$ cat src/cs_pkg.sv
// Shared constants and types for the current sense offset compensation
// and the channel four two-point converter regulation.
// Assumes a single 20 MHz core clock with a synchronous active-low reset.
package cs_pkg;

  // ------------------------------------------------------------------
  // Threshold DAC and compensation value
  // ------------------------------------------------------------------
  localparam int DAC_W  = 8;
  localparam logic [DAC_W-1:0] DAC_COMP_CODE = 8'h1A; // Bias level code
  localparam int OFFS_W = 6;
  typedef logic signed [OFFS_W-1:0] offs_t;
  localparam offs_t OFFS_MAX   = 6'sh1F;  // +31
  localparam offs_t OFFS_MIN   = -6'sh1F; // -31
  localparam offs_t OFFS_RESET = 6'sh00;
  localparam offs_t OFFS_STEP  = 6'sh01;  // One compensation step

  // ------------------------------------------------------------------
  // Timing
  // ------------------------------------------------------------------
  localparam real CLK_MHZ     = 20.0;
  localparam real STEP_TIME_US = 2.0;   // Longest step time
  localparam real RUN_TIME_US  = 62.0;  // Longest whole run
  localparam int  STEP_CYC  = $rtoi(STEP_TIME_US * CLK_MHZ);
  localparam int  RUN_CYC   = $rtoi(RUN_TIME_US * CLK_MHZ);
  localparam int  MAX_STEPS = RUN_CYC / STEP_CYC;
  localparam int  TMR_W = $clog2(STEP_CYC);
  localparam int  STP_W = $clog2(MAX_STEPS);
  localparam int  RUN_W = $clog2(RUN_CYC + 1);
  localparam logic [TMR_W-1:0] STEP_LOAD = TMR_W'(STEP_CYC - 1);
  localparam logic [TMR_W-1:0] TMR_ZERO  = '0;
  localparam logic [STP_W-1:0] STP_LAST  = STP_W'(MAX_STEPS - 1);
  localparam logic [STP_W-1:0] STP_ZERO  = '0;
  localparam logic [RUN_W-1:0] RUN_LIMIT = RUN_W'(RUN_CYC);

  // ------------------------------------------------------------------
  // Types
  // ------------------------------------------------------------------
  typedef enum logic [1:0] {ST_IDLE, ST_RUN, ST_DONE} cal_state_e;

  typedef struct packed {
    logic start;  // Start-compensation instruction, one-cycle pulse
    logic stop;   // Stop-compensation instruction, one-cycle pulse
  } cal_cmd_s;

  typedef struct packed {
    logic busy;   // Run in progress, DAC forced to bias code
    logic done;   // Run finished, held until stop or restart
  } cal_stat_s;

endpackage

$ cat src/current_sense_ctrl.sv
// Current sense digital control: per-channel offset compensation,
// comparator feedback to the microcore and channel four converter
// regulation with negative current detection.
// Assumes comparator outputs are asynchronous analog levels and the
// microcore commands come from logic on sys_clk.
`timescale 1ns/1ps

// How it works
// - Each of four channels has offset compensation
// - Start loads threshold DAC with bias code
// - Feedback reads low after compensation completes
// - New run starts from previous value
// - Stop aborts and keeps reached value
// - Stored value limited to -31..+31
// - Each step takes at most 2 us
// - Whole run finishes within 62 us
// - Hard-wired two-point logic drives converter gate
// - Third comparator flags negative current
// - Channel four: plain channel or converter feedback
// - Feedback high when amplified sense exceeds threshold
module current_sense_ctrl #(
  parameter int N_CH = 4
) (
  input  wire logic                          sys_clk,
  input  wire logic                          rst_b,
  input  wire logic                          ce,
  input  wire cs_pkg::cal_cmd_s [N_CH-1:0]   cal_cmd,
  input  wire logic [N_CH-1:0]               cmp_raw,
  input  wire logic                          ch4_low_cmp_raw,
  input  wire logic                          neg_cmp_raw,
  input  wire logic                          dcdc_mode,
  input  wire logic [N_CH-1:0][cs_pkg::DAC_W-1:0] dac_code_in,
  output logic [N_CH-1:0][cs_pkg::DAC_W-1:0] dac_code_out,
  output cs_pkg::offs_t [N_CH-1:0]           offset_out,
  output cs_pkg::cal_stat_s [N_CH-1:0]       cal_stat,
  output logic [N_CH-1:0]                    cmp_fbk,
  output logic                               ch4_high_compare_feedback,
  output logic                               ch4_low_compare_feedback,
  output logic                               neg_current_fbk,
  output logic                               converter_lowside_gate_out
);
  import cs_pkg::*;

  localparam int SYN_W = N_CH + 2;
  localparam int LOW_IX = N_CH;
  localparam int NEG_IX = N_CH + 1;
  localparam int CH4 = N_CH - 1;

  logic [SYN_W-1:0] sync1_q, sync2_q;
  logic [N_CH-1:0]  fbk_q, fbk_d;
  logic [N_CH-1:0][DAC_W-1:0] dac_q, dac_d;
  logic             low_q, low_d;
  logic             neg_q, neg_d;
  logic             gate_q, gate_d;

  // ------------------------------------------------------------------
  // Input synchronisers
  // ------------------------------------------------------------------
  // Two flops per comparator level before any logic reads it
  always_ff @(posedge sys_clk) begin
    if (!rst_b) begin
      sync1_q <= '0;
      sync2_q <= '0;
    end else if (ce) begin
      sync1_q <= {neg_cmp_raw, ch4_low_cmp_raw, cmp_raw};
      sync2_q <= sync1_q;
    end
  end

  // ------------------------------------------------------------------
  // Per-channel compensation and feedback
  // ------------------------------------------------------------------
  for (genvar i = 0; i < N_CH; i++) begin : g_ch
    offset_cal_engine u_cal (
      .sys_clk (sys_clk),
      .rst_b   (rst_b),
      .ce      (ce),
      .cmd     (cal_cmd[i]),
      .cmp     (sync2_q[i]),
      .offset  (offset_out[i]),
      .stat    (cal_stat[i])
    );

    // Feedback masked during and after a completed run; DAC forced to bias code only during a run
    always_comb begin
      fbk_d[i] = sync2_q[i];
      if (cal_stat[i].busy || cal_stat[i].done) begin
        fbk_d[i] = 1'b0;
      end
      dac_d[i] = dac_code_in[i];
      if (cal_stat[i].busy) begin
        dac_d[i] = DAC_COMP_CODE;
      end
    end
  end

  // ------------------------------------------------------------------
  // Channel four converter regulation
  // ------------------------------------------------------------------
  // Off above high threshold wins, on below low threshold, else hold
  always_comb begin
    low_d  = sync2_q[LOW_IX];
    neg_d  = sync2_q[NEG_IX];
    gate_d = gate_q;
    if (!dcdc_mode) begin
      gate_d = 1'b0;
    end else if (cal_stat[CH4].busy) begin
      gate_d = 1'b0;
    end else if (sync2_q[CH4]) begin
      gate_d = 1'b0;
    end else if (!sync2_q[LOW_IX]) begin
      gate_d = 1'b1;
    end
  end

  // Output registers
  always_ff @(posedge sys_clk) begin
    if (!rst_b) begin
      fbk_q  <= '0;
      dac_q  <= '0;
      low_q  <= 1'b0;
      neg_q  <= 1'b0;
      gate_q <= 1'b0;
    end else if (ce) begin
      fbk_q  <= fbk_d;
      dac_q  <= dac_d;
      low_q  <= low_d;
      neg_q  <= neg_d;
      gate_q <= gate_d;
    end
  end

  // High comparator feedback, masked low while channel four compensation is busy or done
  assign cmp_fbk                    = fbk_q;
  assign dac_code_out               = dac_q;
  assign ch4_high_compare_feedback  = fbk_q[CH4];
  assign ch4_low_compare_feedback   = low_q;
  assign neg_current_fbk            = neg_q;
  assign converter_lowside_gate_out = gate_q;

  // ------------------------------------------------------------------
  // Checks
  // ------------------------------------------------------------------
  property p_gate_off;
    @(posedge sys_clk) disable iff (!rst_b)
      ce && sync2_q[CH4] |=> !converter_lowside_gate_out;
  endproperty
  a_gate_off: assert property (p_gate_off)
    else $error("gate not off above high threshold");

  property p_gate_on;
    @(posedge sys_clk) disable iff (!rst_b)
      ce && dcdc_mode && !cal_stat[CH4].busy && !sync2_q[CH4] &&
      !sync2_q[LOW_IX] |=> converter_lowside_gate_out;
  endproperty
  a_gate_on: assert property (p_gate_on)
    else $error("gate not on below low threshold");

  property p_gate_hold;
    @(posedge sys_clk) disable iff (!rst_b)
      ce && dcdc_mode && !cal_stat[CH4].busy && !sync2_q[CH4] &&
      sync2_q[LOW_IX] |=> $stable(converter_lowside_gate_out);
  endproperty
  a_gate_hold: assert property (p_gate_hold)
    else $error("gate changed between thresholds");

  property p_mode_off;
    @(posedge sys_clk) disable iff (!rst_b)
      ce && !dcdc_mode |=> !converter_lowside_gate_out;
  endproperty
  a_mode_off: assert property (p_mode_off)
    else $error("gate driven outside converter mode");

  property p_fbk_low;
    @(posedge sys_clk) disable iff (!rst_b)
      ce && cal_stat[0].done |=> !cmp_fbk[0];
  endproperty
  a_fbk_low: assert property (p_fbk_low)
    else $error("feedback high after compensation");

  property p_fbk_follow;
    @(posedge sys_clk) disable iff (!rst_b)
      ce && !cal_stat[0].busy && !cal_stat[0].done
      |=> cmp_fbk[0] == $past(sync2_q[0]);
  endproperty
  a_fbk_follow: assert property (p_fbk_follow)
    else $error("feedback does not follow comparator");

  property p_dac_bias;
    @(posedge sys_clk) disable iff (!rst_b)
      ce && cal_stat[0].busy |=> dac_code_out[0] == DAC_COMP_CODE;
  endproperty
  a_dac_bias: assert property (p_dac_bias)
    else $error("DAC not at bias code during run");

  property p_neg;
    @(posedge sys_clk) disable iff (!rst_b)
      ce |=> neg_current_fbk == $past(sync2_q[NEG_IX]);
  endproperty
  a_neg: assert property (p_neg)
    else $error("negative current flag wrong");

endmodule

$ cat src/offset_cal_engine.sv
// Offset compensation sequencer for one current sense channel.
// Assumes the comparator input is already synchronised to sys_clk.
`timescale 1ns/1ps
module offset_cal_engine (
  input  wire logic             sys_clk,
  input  wire logic             rst_b,
  input  wire logic             ce,
  input  wire cs_pkg::cal_cmd_s cmd,
  input  wire logic             cmp,
  output cs_pkg::offs_t         offset,
  output cs_pkg::cal_stat_s     stat
);
  import cs_pkg::*;

  cal_state_e       st_q,  st_d;
  offs_t            off_q, off_d;
  logic [TMR_W-1:0] tmr_q, tmr_d;
  logic [STP_W-1:0] stp_q, stp_d;
  logic             dir_q, dir_d;
  logic             first_q, first_d;
  logic [RUN_W-1:0] run_q, run_d;

  // ------------------------------------------------------------------
  // Sequencer
  // ------------------------------------------------------------------
  // Next state: one step per interval toward the comparator crossing
  always_comb begin
    st_d    = st_q;
    off_d   = off_q;
    tmr_d   = tmr_q;
    stp_d   = stp_q;
    dir_d   = dir_q;
    first_d = first_q;
    case (st_q)
      ST_IDLE, ST_DONE: begin
        if (cmd.start) begin
          st_d    = ST_RUN;       // Value kept from previous run
          tmr_d   = STEP_LOAD;
          stp_d   = STP_ZERO;
          first_d = 1'b1;
        end else if (cmd.stop) begin
          st_d = ST_IDLE;
        end
      end
      ST_RUN: begin
        if (cmd.stop) begin
          st_d = ST_IDLE;         // Abort, value held
        end else if (tmr_q != TMR_ZERO) begin
          tmr_d = tmr_q - 1'b1;
        end else begin
          tmr_d   = STEP_LOAD;
          dir_d   = cmp;
          first_d = 1'b0;
          stp_d   = stp_q + 1'b1;
          if (!first_q && (cmp != dir_q)) begin
            st_d = ST_DONE;       // Crossing reached
          end else if (cmp) begin
            if (off_q == OFFS_MIN) st_d = ST_DONE;
            else off_d = off_q - OFFS_STEP;
          end else begin
            if (off_q == OFFS_MAX) st_d = ST_DONE;
            else off_d = off_q + OFFS_STEP;
          end
          if (stp_q == STP_LAST) st_d = ST_DONE;
        end
      end
      default: st_d = ST_IDLE;
    endcase
  end

  // Registers, frozen while the clock enable is low
  always_ff @(posedge sys_clk) begin
    if (!rst_b) begin
      st_q    <= ST_IDLE;
      off_q   <= OFFS_RESET;
      tmr_q   <= TMR_ZERO;
      stp_q   <= STP_ZERO;
      dir_q   <= 1'b0;
      first_q <= 1'b1;
    end else if (ce) begin
      st_q    <= st_d;
      off_q   <= off_d;
      tmr_q   <= tmr_d;
      stp_q   <= stp_d;
      dir_q   <= dir_d;
      first_q <= first_d;
    end
  end

  // Outputs straight from state flops
  assign offset    = off_q;
  assign stat      = '{busy: (st_q == ST_RUN), done: (st_q == ST_DONE)};

  // ------------------------------------------------------------------
  // Checks
  // ------------------------------------------------------------------
  // Cycles spent in the current run
  always_comb begin
    run_d = run_q;
    if (st_q != ST_RUN) run_d = '0;
    else if (run_q != RUN_LIMIT) run_d = run_q + 1'b1;
  end

  always_ff @(posedge sys_clk) begin
    if (!rst_b) run_q <= '0;
    else if (ce) run_q <= run_d;
  end

  property p_start_runs;
    @(posedge sys_clk) disable iff (!rst_b)
      ce && cmd.start && (st_q != ST_RUN) |=> stat.busy;
  endproperty
  a_start_runs: assert property (p_start_runs)
    else $error("start did not begin a run");

  property p_start_keeps;
    @(posedge sys_clk) disable iff (!rst_b)
      ce && cmd.start && (st_q != ST_RUN) |=> offset == $past(offset);
  endproperty
  a_start_keeps: assert property (p_start_keeps)
    else $error("start disturbed the stored offset");

  property p_abort_holds;
    @(posedge sys_clk) disable iff (!rst_b)
      ce && stat.busy && cmd.stop |=> !stat.busy && $stable(offset);
  endproperty
  a_abort_holds: assert property (p_abort_holds)
    else $error("stop did not abort with offset held");

  property p_range;
    @(posedge sys_clk) disable iff (!rst_b)
      offset >= OFFS_MIN && offset <= OFFS_MAX;
  endproperty
  a_range: assert property (p_range)
    else $error("offset outside range");

  property p_step_spacing;
    @(posedge sys_clk) disable iff (!rst_b)
      stat.busy && (tmr_q != TMR_ZERO) |=> $stable(offset);
  endproperty
  a_step_spacing: assert property (p_step_spacing)
    else $error("offset moved between step ticks");

  property p_run_bound;
    @(posedge sys_clk) disable iff (!rst_b)
      stat.busy |-> run_q < RUN_LIMIT;
  endproperty
  a_run_bound: assert property (p_run_bound)
    else $error("run exceeded its time limit");

  property p_step_down;
    @(posedge sys_clk) disable iff (!rst_b)
      ce && stat.busy && !cmd.stop && (tmr_q == TMR_ZERO) && cmp &&
      (first_q || dir_q) && (offset != OFFS_MIN)
      |=> offset == $past(offset) - OFFS_STEP;
  endproperty
  a_step_down: assert property (p_step_down)
    else $error("high comparator did not lower offset by one");

  property p_step_up;
    @(posedge sys_clk) disable iff (!rst_b)
      ce && stat.busy && !cmd.stop && (tmr_q == TMR_ZERO) && !cmp &&
      (first_q || !dir_q) && (offset != OFFS_MAX)
      |=> offset == $past(offset) + OFFS_STEP;
  endproperty
  a_step_up: assert property (p_step_up)
    else $error("low comparator did not raise offset by one");

endmodule

$ cat config.mk
export PLATFORM = sky130hd
export DESIGN_NAME = current_sense_ctrl
export DESIGN_NICKNAME = d
export VERILOG_FILES = /design/src/cs_pkg.sv /design/src/current_sense_ctrl.sv /design/src/offset_cal_engine.sv
export SDC_FILE = /design/constraint.sdc
export NUM_CORES = 1
export LEC_CHECK = 0
export ABC_CLOCK_PERIOD_IN_PS = 4750
export BUFFER_PORTS_ARGS = -buffer_cell sky130_fd_sc_hd__buf_2
export CAP_MARGIN = 20
export CORE_ASPECT_RATIO = 1.25
export CORE_MARGIN = 2
export CORE_UTILIZATION = 47
export CTS_BUF_LIST = sky130_fd_sc_hd__clkbuf_4
export DETAILED_ROUTE_END_ITERATION = 7
export PLACE_DENSITY = 0.69
export SLEW_MARGIN = 0
export SYNTH_ARGS = -nofsm -noshare
export SYNTH_HDL_FRONTEND = slang
export SYNTH_HIERARCHICAL = 1
export SYNTH_SLANG_ARGS = --single-unit
$ cat constraint.sdc
create_clock -name sys_clk -period 4.75 [get_ports sys_clk]
set_input_delay 0 -clock sys_clk [delete_from_list [all_inputs] [get_ports sys_clk]]
set_output_delay 0 -clock sys_clk [all_outputs]
set_load 0.01 [all_outputs]
==> run_results.csv, run 1 <==
group,metric,value,unit
layout,drive_above_1_share,19.4,%
sta,hold_slack,11.5,ps
floorplanning,die_h,143,um
sta,period_needed,2480,ps
routing,vias_per_cell,5.28,
global_route,grt_pass1_vias,5834,
global_route,grt_max_degree,73,
layout,nFillCells,1386,
cts,h-tree-depth,4,
cts,cts_tree,"built",
layout,fin_util,58.2,%
sta,finalSetupViolCount,0,
routing,drt_pass1_iterations,5,
synth,avgSynthCellArea,9.18,um2
layout,stdcell_count,1149,
sta,tightest_slew,831,ps
synth,synth_edf_count,0,
cts,cts_setup_buffers,0,
routing,vias,6065,
place,post_dp_cell_area,7970,um2
layout,fin_nets,1043,
power_and_ir_drop,irDropWorstVdd,0.182,mV
sta,fin_tns_setup,0,ps
synth,synthesis.area,7250,um2
synth,yosysSeqAreaShare,37.3,%
cts,cts.repair.resized,0,
worst_setup_path,cp-end-kind,"flop",
synth,synthFlopType,"dfxtp_1",
worst_setup_path,path_buf_inv,1,
layout,area_growth_syn_to_layout,20.6,%
floorplanning,start_util,48.3,%
floorplanning,num_io_pins,122,
floorplanning,num_rows,50,
sta,slew-limit-headroom,44.6,%
run_status,outcome,"complete, no violations",
cts,cts_sinks,135,
worst_setup_path,worstPathCellList,"or3b_2, o32ai_2, a211oi_1, nand3b_1, mux2i_1, dlygate4sd3_1",
worst_setup_path,slowest_stage,"dfxtp_1",
synth,async_flop_share,0,%
cts,cts_made_buffers,17,
sta,fin_crit_sh,52.2,%
layout,multi_input_area,4270,um2
synth,yosys_warnings,6,
synth,synthCells,790,
floorplanning,coreArea,15000,um2
global_route,gr-total-overflow,0,
worst_setup_path,critPathKind,"reg2reg",
place,dp.cells,1069,
power_and_ir_drop,power_density,274,nW/um2
layout,regArea,2700,um2
layout,layout.cell_area.non_filler,8740,um2
global_route,track_usage,20.3,%
global_route,grt_pass1_wl,27000,um
sta,fmax,404,MHz
synth,postSynthRegisterBits,135,
cts,root_buffer,"clkbuf_4",
cts,cts.path.max_buffers,2,
worst_setup_path,cp.arrival,2920,ps
place,port_buffers,121,
worst_hold_path,hold_path_class,"in2reg",
sta,slew_violations,0,
routing,route.final.wire_length,16200,um
floorplanning,die_w,115,um
worst_setup_path,slowest_delay,590,ps
power_and_ir_drop,p_leak,3.63,nW
routing,ant_nets,0,
sta,rsz0062_at_grt,"no",
flow_run,max-cap-violations,0,
place,place_hpwl,11100,um
synth,synth_nets,876,
cts,clk_pin_slew,110,ps
cts,cts_hold_buffers,51,
routing,wl_per_cell,14.1,um
worst_setup_path,cp_top_family,"simple AND/OR/NAND/NOR gates",
synth,synth_cell_types,61,
sta,fin_skew,17.1,ps
floorplanning,dieArea,16400,um2
routing,drt_iter0_markers,204,
worst_setup_path,crit_required,5200,ps
place,place.gp.congestion,0.829,
routing,drc,0,
worst_setup_path,worstPathMaxFanout,11,
sta,hold_violations,0,
cts,clock_latency,540,ps
worst_setup_path,start_kind,"flop",
global_route,antenna_found_initial,1,
-- logic make-up after synthesis --
group                      share of synthesized area [%]
DFF                                                 37.3
xor gates and xnor gates                            5.55
muxes                                               4.42
buffers and inverters                               3.93
AOI/OAI and AO/OA                                   17.7
adders and majority gates                           6.62
and+or+nand+nor                                     24.5
-- cell type report --
type	instances	area share, %
Sequential cell	135	30.9
Tap cell	182	2.60
Antenna cell	2	0.0572
Multi-Input combinational cell	594	48.8
Inverter	34	1.46
Timing Repair Buffer	175	13.2
Clock buffer	21	1.80
Clock inverter	6	1.20
-- metrics by stage --
stage	total power [W]	setup slack, ps
after floorplan	0.00152	2950
after global placement	0.00163	2570
after detailed placement	0.00163	2560
after CTS	0.00243	2260
after global routing	0.00253	2090
final	0.00240	2270
-- flip-flops by register name (all words and copies together) (netlist names) --
signal and cells:
dac_code_out 32, ch4_low_compare_feedback 1, cmp_fbk 4, g_ch.u_cal/stp_q 20, converter_lowside_gate_out 1, neg_current_fbk 1, g_ch.u_cal/tmr_q 24, g_ch.u_cal/st_q 8
sync1_q 6, sync2_q 6, g_ch.u_cal/dir_q 4, g_ch.u_cal/first_q 4, g_ch.u_cal/offset 24
-- cells in the mapped netlist, types with 5 or more instances --
cell,instances,area share [%]
dfxtp_1,135,37
nor2_1,77,4.0
nor2b_1,45,3.9
nand2_1,41,2.1
a21oi_1,36,2.5
inv_1,34,1.8
ha_1,32,5.5
mux2i_1,32,4.4
o21ai_0,30,2.1
xnor2_1,30,3.6
nand3b_1,28,2.9
nand2b_1,26,2.2
a21boi_1,19,2.0
nor3_1,17,1.2
xor2_1,16,1.9
nand3_1,15,1.0
a211oi_1,13,1.3
a31oi_1,13,1.1
o21a_1,13,1.3
clkbuf_1,11,0.57
a21boi_0,9,0.93
a21o_1,9,0.93
buf_2,8,0.55
or3_1,8,0.69
or3b_2,8,0.97
a311oi_1,5,0.60
and2_1,5,0.43
buf_6,5,0.78
-- worst paths after layout --
kind                                             from  cells past startpoint  slack (ps)               endpoint
worst max-delay path                       sync2_q[2]                      6        2270  g_ch[2].u_cal/st_q[1]
worst min-delay path                               ce                      2          10       dac_code_out[11]
worst max register to register             sync2_q[2]                      6        2270  g_ch[2].u_cal/st_q[1]
worst min register to register  g_ch[0].u_cal/first_q                      1         470  g_ch[0].u_cal/first_q
-- layer usage --
metal  vias up  global-route usage [%]  part of all wire [%]
met2       108                    34.6                    48
met4         0                    7.10                   1.7
li1       3099                       -                     -
met5         -                       0                     0
met3        22                    4.97                   3.9
met1      2836                    24.9                    46
-- worst register-to-register path: cells and delay by family (launching register included) --
kind | cells | cell delay [ps]
flops | 1 | 590
compound gates | 2 | 370
simple gates | 2 | 710
mux | 1 | 160
buf+inv | 1 | 550
-- layout by cell type, fill, tap and decap left out, types with 4 or more instances in the layout --
master           n
o21ai_0         30
nor2_1          77
o21a_1          13
dlygate4sd3_1   51
nor4_4           4
nand2b_1        26
a21boi_0         9
and4bb_1         4
ha_1            32
xor2_1          16
nand3_1         15
nor3_1          17
a21oi_1         36
nor2b_1         45
buf_2          120
a211oi_1        13
a31oi_1         13
a311oi_1         5
clkbuf_4        21
fa_1             4
dfxtp_1        135
o211a_1          4
a211oi_4         4
a21o_1           9
mux2i_1         32
and2_1           5
a21boi_1        19
inv_1           34
nand3b_1        28
or3b_2           8
nor3b_1          4
or3_1            8
nand2_1         41
xnor2_1         30
-- where the power goes --
part	switching [W]	leakage (nW)	total, W	internal (W)
clock network	0.000388	0.142	0.000759	0.000371
registers	0.0000580	1.10	0.00125	0.00119
logic	0.000205	2.39	0.000394	0.000189
total	0.000650	3.63	0.00240	0.00175
Power figures use the tool's default switching activity.
==> run 2, diff against run 1 <==
ABC_AREA = 1   (was default)
ABC_CLOCK_PERIOD_IN_PS = 2120   (was 4750)
PLACE_DENSITY = 0.71   (was 0.69)
clock period = 2.12 ns   (was 4.75 ns; I/O delays follow)
==> run_results.csv, run 2 <==
group,metric,value,unit
power_and_ir_drop,power_density,658,nW/um2
cts,cts_tree,"built",
run_status,outcome,"complete, no violations",
synth,yosysTopAreaCell,"dfxtp_1",
worst_setup_path,cp-end-kind,"flop",
power_and_ir_drop,switching_power,0.00182,W
cts,clk_pin_slew,120,ps
global_route,grt_pass1_vias,6613,
floorplanning,start_util,47.7,%
power_and_ir_drop,power.clock.fraction,33.5,%
worst_setup_path,critPathKind,"reg2reg",
synth,avgSynthCellArea,7.09,um2
place,port_buffers,121,
floorplanning,die_h,144,um
power_and_ir_drop,netSwitchingFraction,30.1,%
synth,synthCells,1039,
synth,synthTopCellsByCount,"nand2_1, nor2_1, dfxtp_1",
routing,vias_per_cell,4.89,
routing,wl_per_cell,12.6,um
synth,synth_nets,1125,
sta,tightest_slew,799,ps
worst_hold_path,hold_path_class,"in2reg",
cts,cts_setup_buffers,0,
layout,area_growth_syn_to_layout,24.8,%
synth,yosysSeqAreaShare,36.7,%
cts,h-tree-depth,4,
routing,routed.top_layer,"met4",
sta,fmax,523,MHz
layout,drive_above_1_share,18.9,%
synth,async_flop_share,0,%
power_and_ir_drop,p_leak,4.37,nW
place,dpl_worst_slack,296,ps
sta,fin_tns_setup,0,ps
cts,cts_made_buffers,17,
worst_hold_path,hp-start,"dac_code_in[19]",
worst_setup_path,crit_required,2570,ps
worst_setup_path,worstPathMaxFanout,11,
worst_setup_path,start_kind,"flop",
layout,final_common_cell,"nand2_1",
routing,wl_met2,9080,um
synth,synthesis.area,7370,um2
routing,drt_pass1_iterations,5,
global_route,grt_max_degree,59,
routing,drt_iter0_markers,375,
place,place.gp.congestion,0.901,
floorplanning,dieArea,16700,um2
routing,met3WireLength,784,um
synth,postSynthRegisterBits,135,
cts,cts_sinks,135,
flow_run,max-cap-violations,0,
floorplanning,coreArea,15400,um2
routing,wl_met1,8040,um
sta,fin_crit_sh,90.1,%
floorplanning,num_rows,51,
worst_setup_path,reg2reg_depth,12,
sta,hold_violations,0,
floorplanning,die_w,116,um
worst_setup_path,rr_endpoint,"g_ch[0].u_cal/st_q[0]",
power_and_ir_drop,totalPowerFinal,0.00605,W
worst_setup_path,reg2reg_from,"g_ch[0].u_cal/st_q[0]",
worst_setup_path,cp.arrival,2360,ps
floorplanning,num_io_pins,122,
synth,synth_area_leaders,"dfxtp_1, nand2_1, nor2_1, inv_1, ha_1",
synth,synth_cell_types,44,
sta,slew-limit-headroom,46.7,%
cts,clock_latency,550,ps
layout,largest_reg_flops,32,
place,post_dp_cell_area,8230,um2
global_route,antenna_found_initial,1,
layout,layout.cell_area.non_filler,9200,um2
layout,fin_nets,1316,
synth,yosysMostFrequentCell,"nand2_1",
routing,drc,0,
synth,synth_top_area_share,36.7,%
sta,rsz0062_at_grt,"no",
global_route,track_usage,22.1,%
place,place_hpwl,12800,um
power_and_ir_drop,pwr-share-comb,19.9,%
sta,period_needed,1910,ps
global_route,gr-total-overflow,0,
worst_setup_path,crit_start,"g_ch[0].u_cal/st_q[0]",
cts,root_buffer,"clkbuf_4",
cts,cts.path.max_buffers,2,
worst_setup_path,r2r_slack,210,ps
sta,finalSetupViolCount,0,
routing,ant_nets,0,
worst_setup_path,crit_path_end,"g_ch[0].u_cal/st_q[0]",
sta,fin_skew,17.6,ps
power_and_ir_drop,p_int,0.00423,W
global_route,grt_pass1_wl,29700,um
synth,yosys_warnings,6,
synth,synthFlopType,"dfxtp_1",
synth,synth_edf_count,0,
sta,fin_ws,209,ps
routing,route.final.wire_length,18300,um
routing,vias,7127,
power_and_ir_drop,p_seq_share,46.6,%
power_and_ir_drop,irDropWorstVdd,0.473,mV
layout,layout_common_cells,"nand2_1, nor2_1, dfxtp_1",
sta,slew_violations,0,
[run 2: changes by cell type after synthesis, sizes merged, moves of 28 or more]
cell	delta
a21boi	-31
a21oi	+43
inv	+94
mux2i	-32
nand2	+223
nand2b	-28
nand3	+35
nor2	+93
nor2b	-45
[run 2: per-layer routing]
metal	track usage, %	vias up
li1	-	3713
met5	0	-
met1	25.7	3239
met2	39.3	145
met4	8.65	0
met3	5.03	30
[run 2: kinds of logic (layout without fill, tap and decap cells)]
kind of cell             count (synthesis)  after routing  share of synthesized area [%]
other                                    0              1                              0
XOR/XNOR                                24             24                           2.85
buffers and inverters                  148            352                           8.07
AND/OR/NAND/NOR                        538            538                           34.4
adder cells (fa/ha/maj)                 36             36                           6.52
AO/OA/AOI/OAI                          158            158                           11.5
flip-flops                             135            135                           36.7
[run 2: metrics by stage]
step                hold WS (ps)  instances  util, %
detailed placement           222       1363     53.3
global placement             213       1363     53.3
finish                       199       1456     59.6
global route                 166       1456     59.6
CTS                          147       1455     59.4
floorplan                   97.6       1039        -
[run 2: cell type report]
class	count	area [um2]
fillers	1476	6250
diodes	1	2.50
inverters	129	485
flip-flops and latches	135	2710
multi-input cells	756	4090
well taps	212	265
clock inverters	14	206
clock buffers	18	135
repair buffers	191	1310
[run 2: worst min path at each step]
| stage | to | slack [ps] | cells after the start |
|---|---|---|---|
| global route | dac_code_out[19] | 170 | 4 |
| detailed placement | dac_code_out[12] | 220 | 3 |
| finish | dac_code_out[19] | 200 | 4 |
| global placement | dac_code_out[12] | 210 | 3 |
| CTS | dac_code_out[20] | 150 | 4 |
| floorplan | g_ch[0].u_cal/tmr_q[5] | 100 | 2 |
[run 2: worst max-delay path, cell delays in order (launching register included)]
cell and delay [ps]:
dfxtp_1 360, inv_2 80, nor2_8 210, nand2_4 110, inv_2 80, nand2_1 50
nand2_1 50, nor2_1 40, nand2_1 130, nand2_1 60, nand2_1 50, nor2_1 40
dlygate4sd3_1 540
[run 2: power groups by stage]
| stage | Clock (W) | Combinational [W] | Sequential (W) |
|---|---|---|---|
| detailed placement | 0 | 0.00110 | 0.00288 |
| finish | 0.00203 | 0.00121 | 0.00282 |
| CTS | 0.00209 | 0.00120 | 0.00282 |
| global route | 0.00219 | 0.00136 | 0.00284 |
| global placement | 0 | 0.00108 | 0.00287 |
| floorplan | 0 | 0.000762 | 0.00288 |
[run 2: timing repair]
action | in CTS | in global routing
setup endpoints to repair | 0 | 3
gates resized for setup | 0 | 8
hold buffers | 60 | 0
endpoints found under the hold margin | 81 | 0
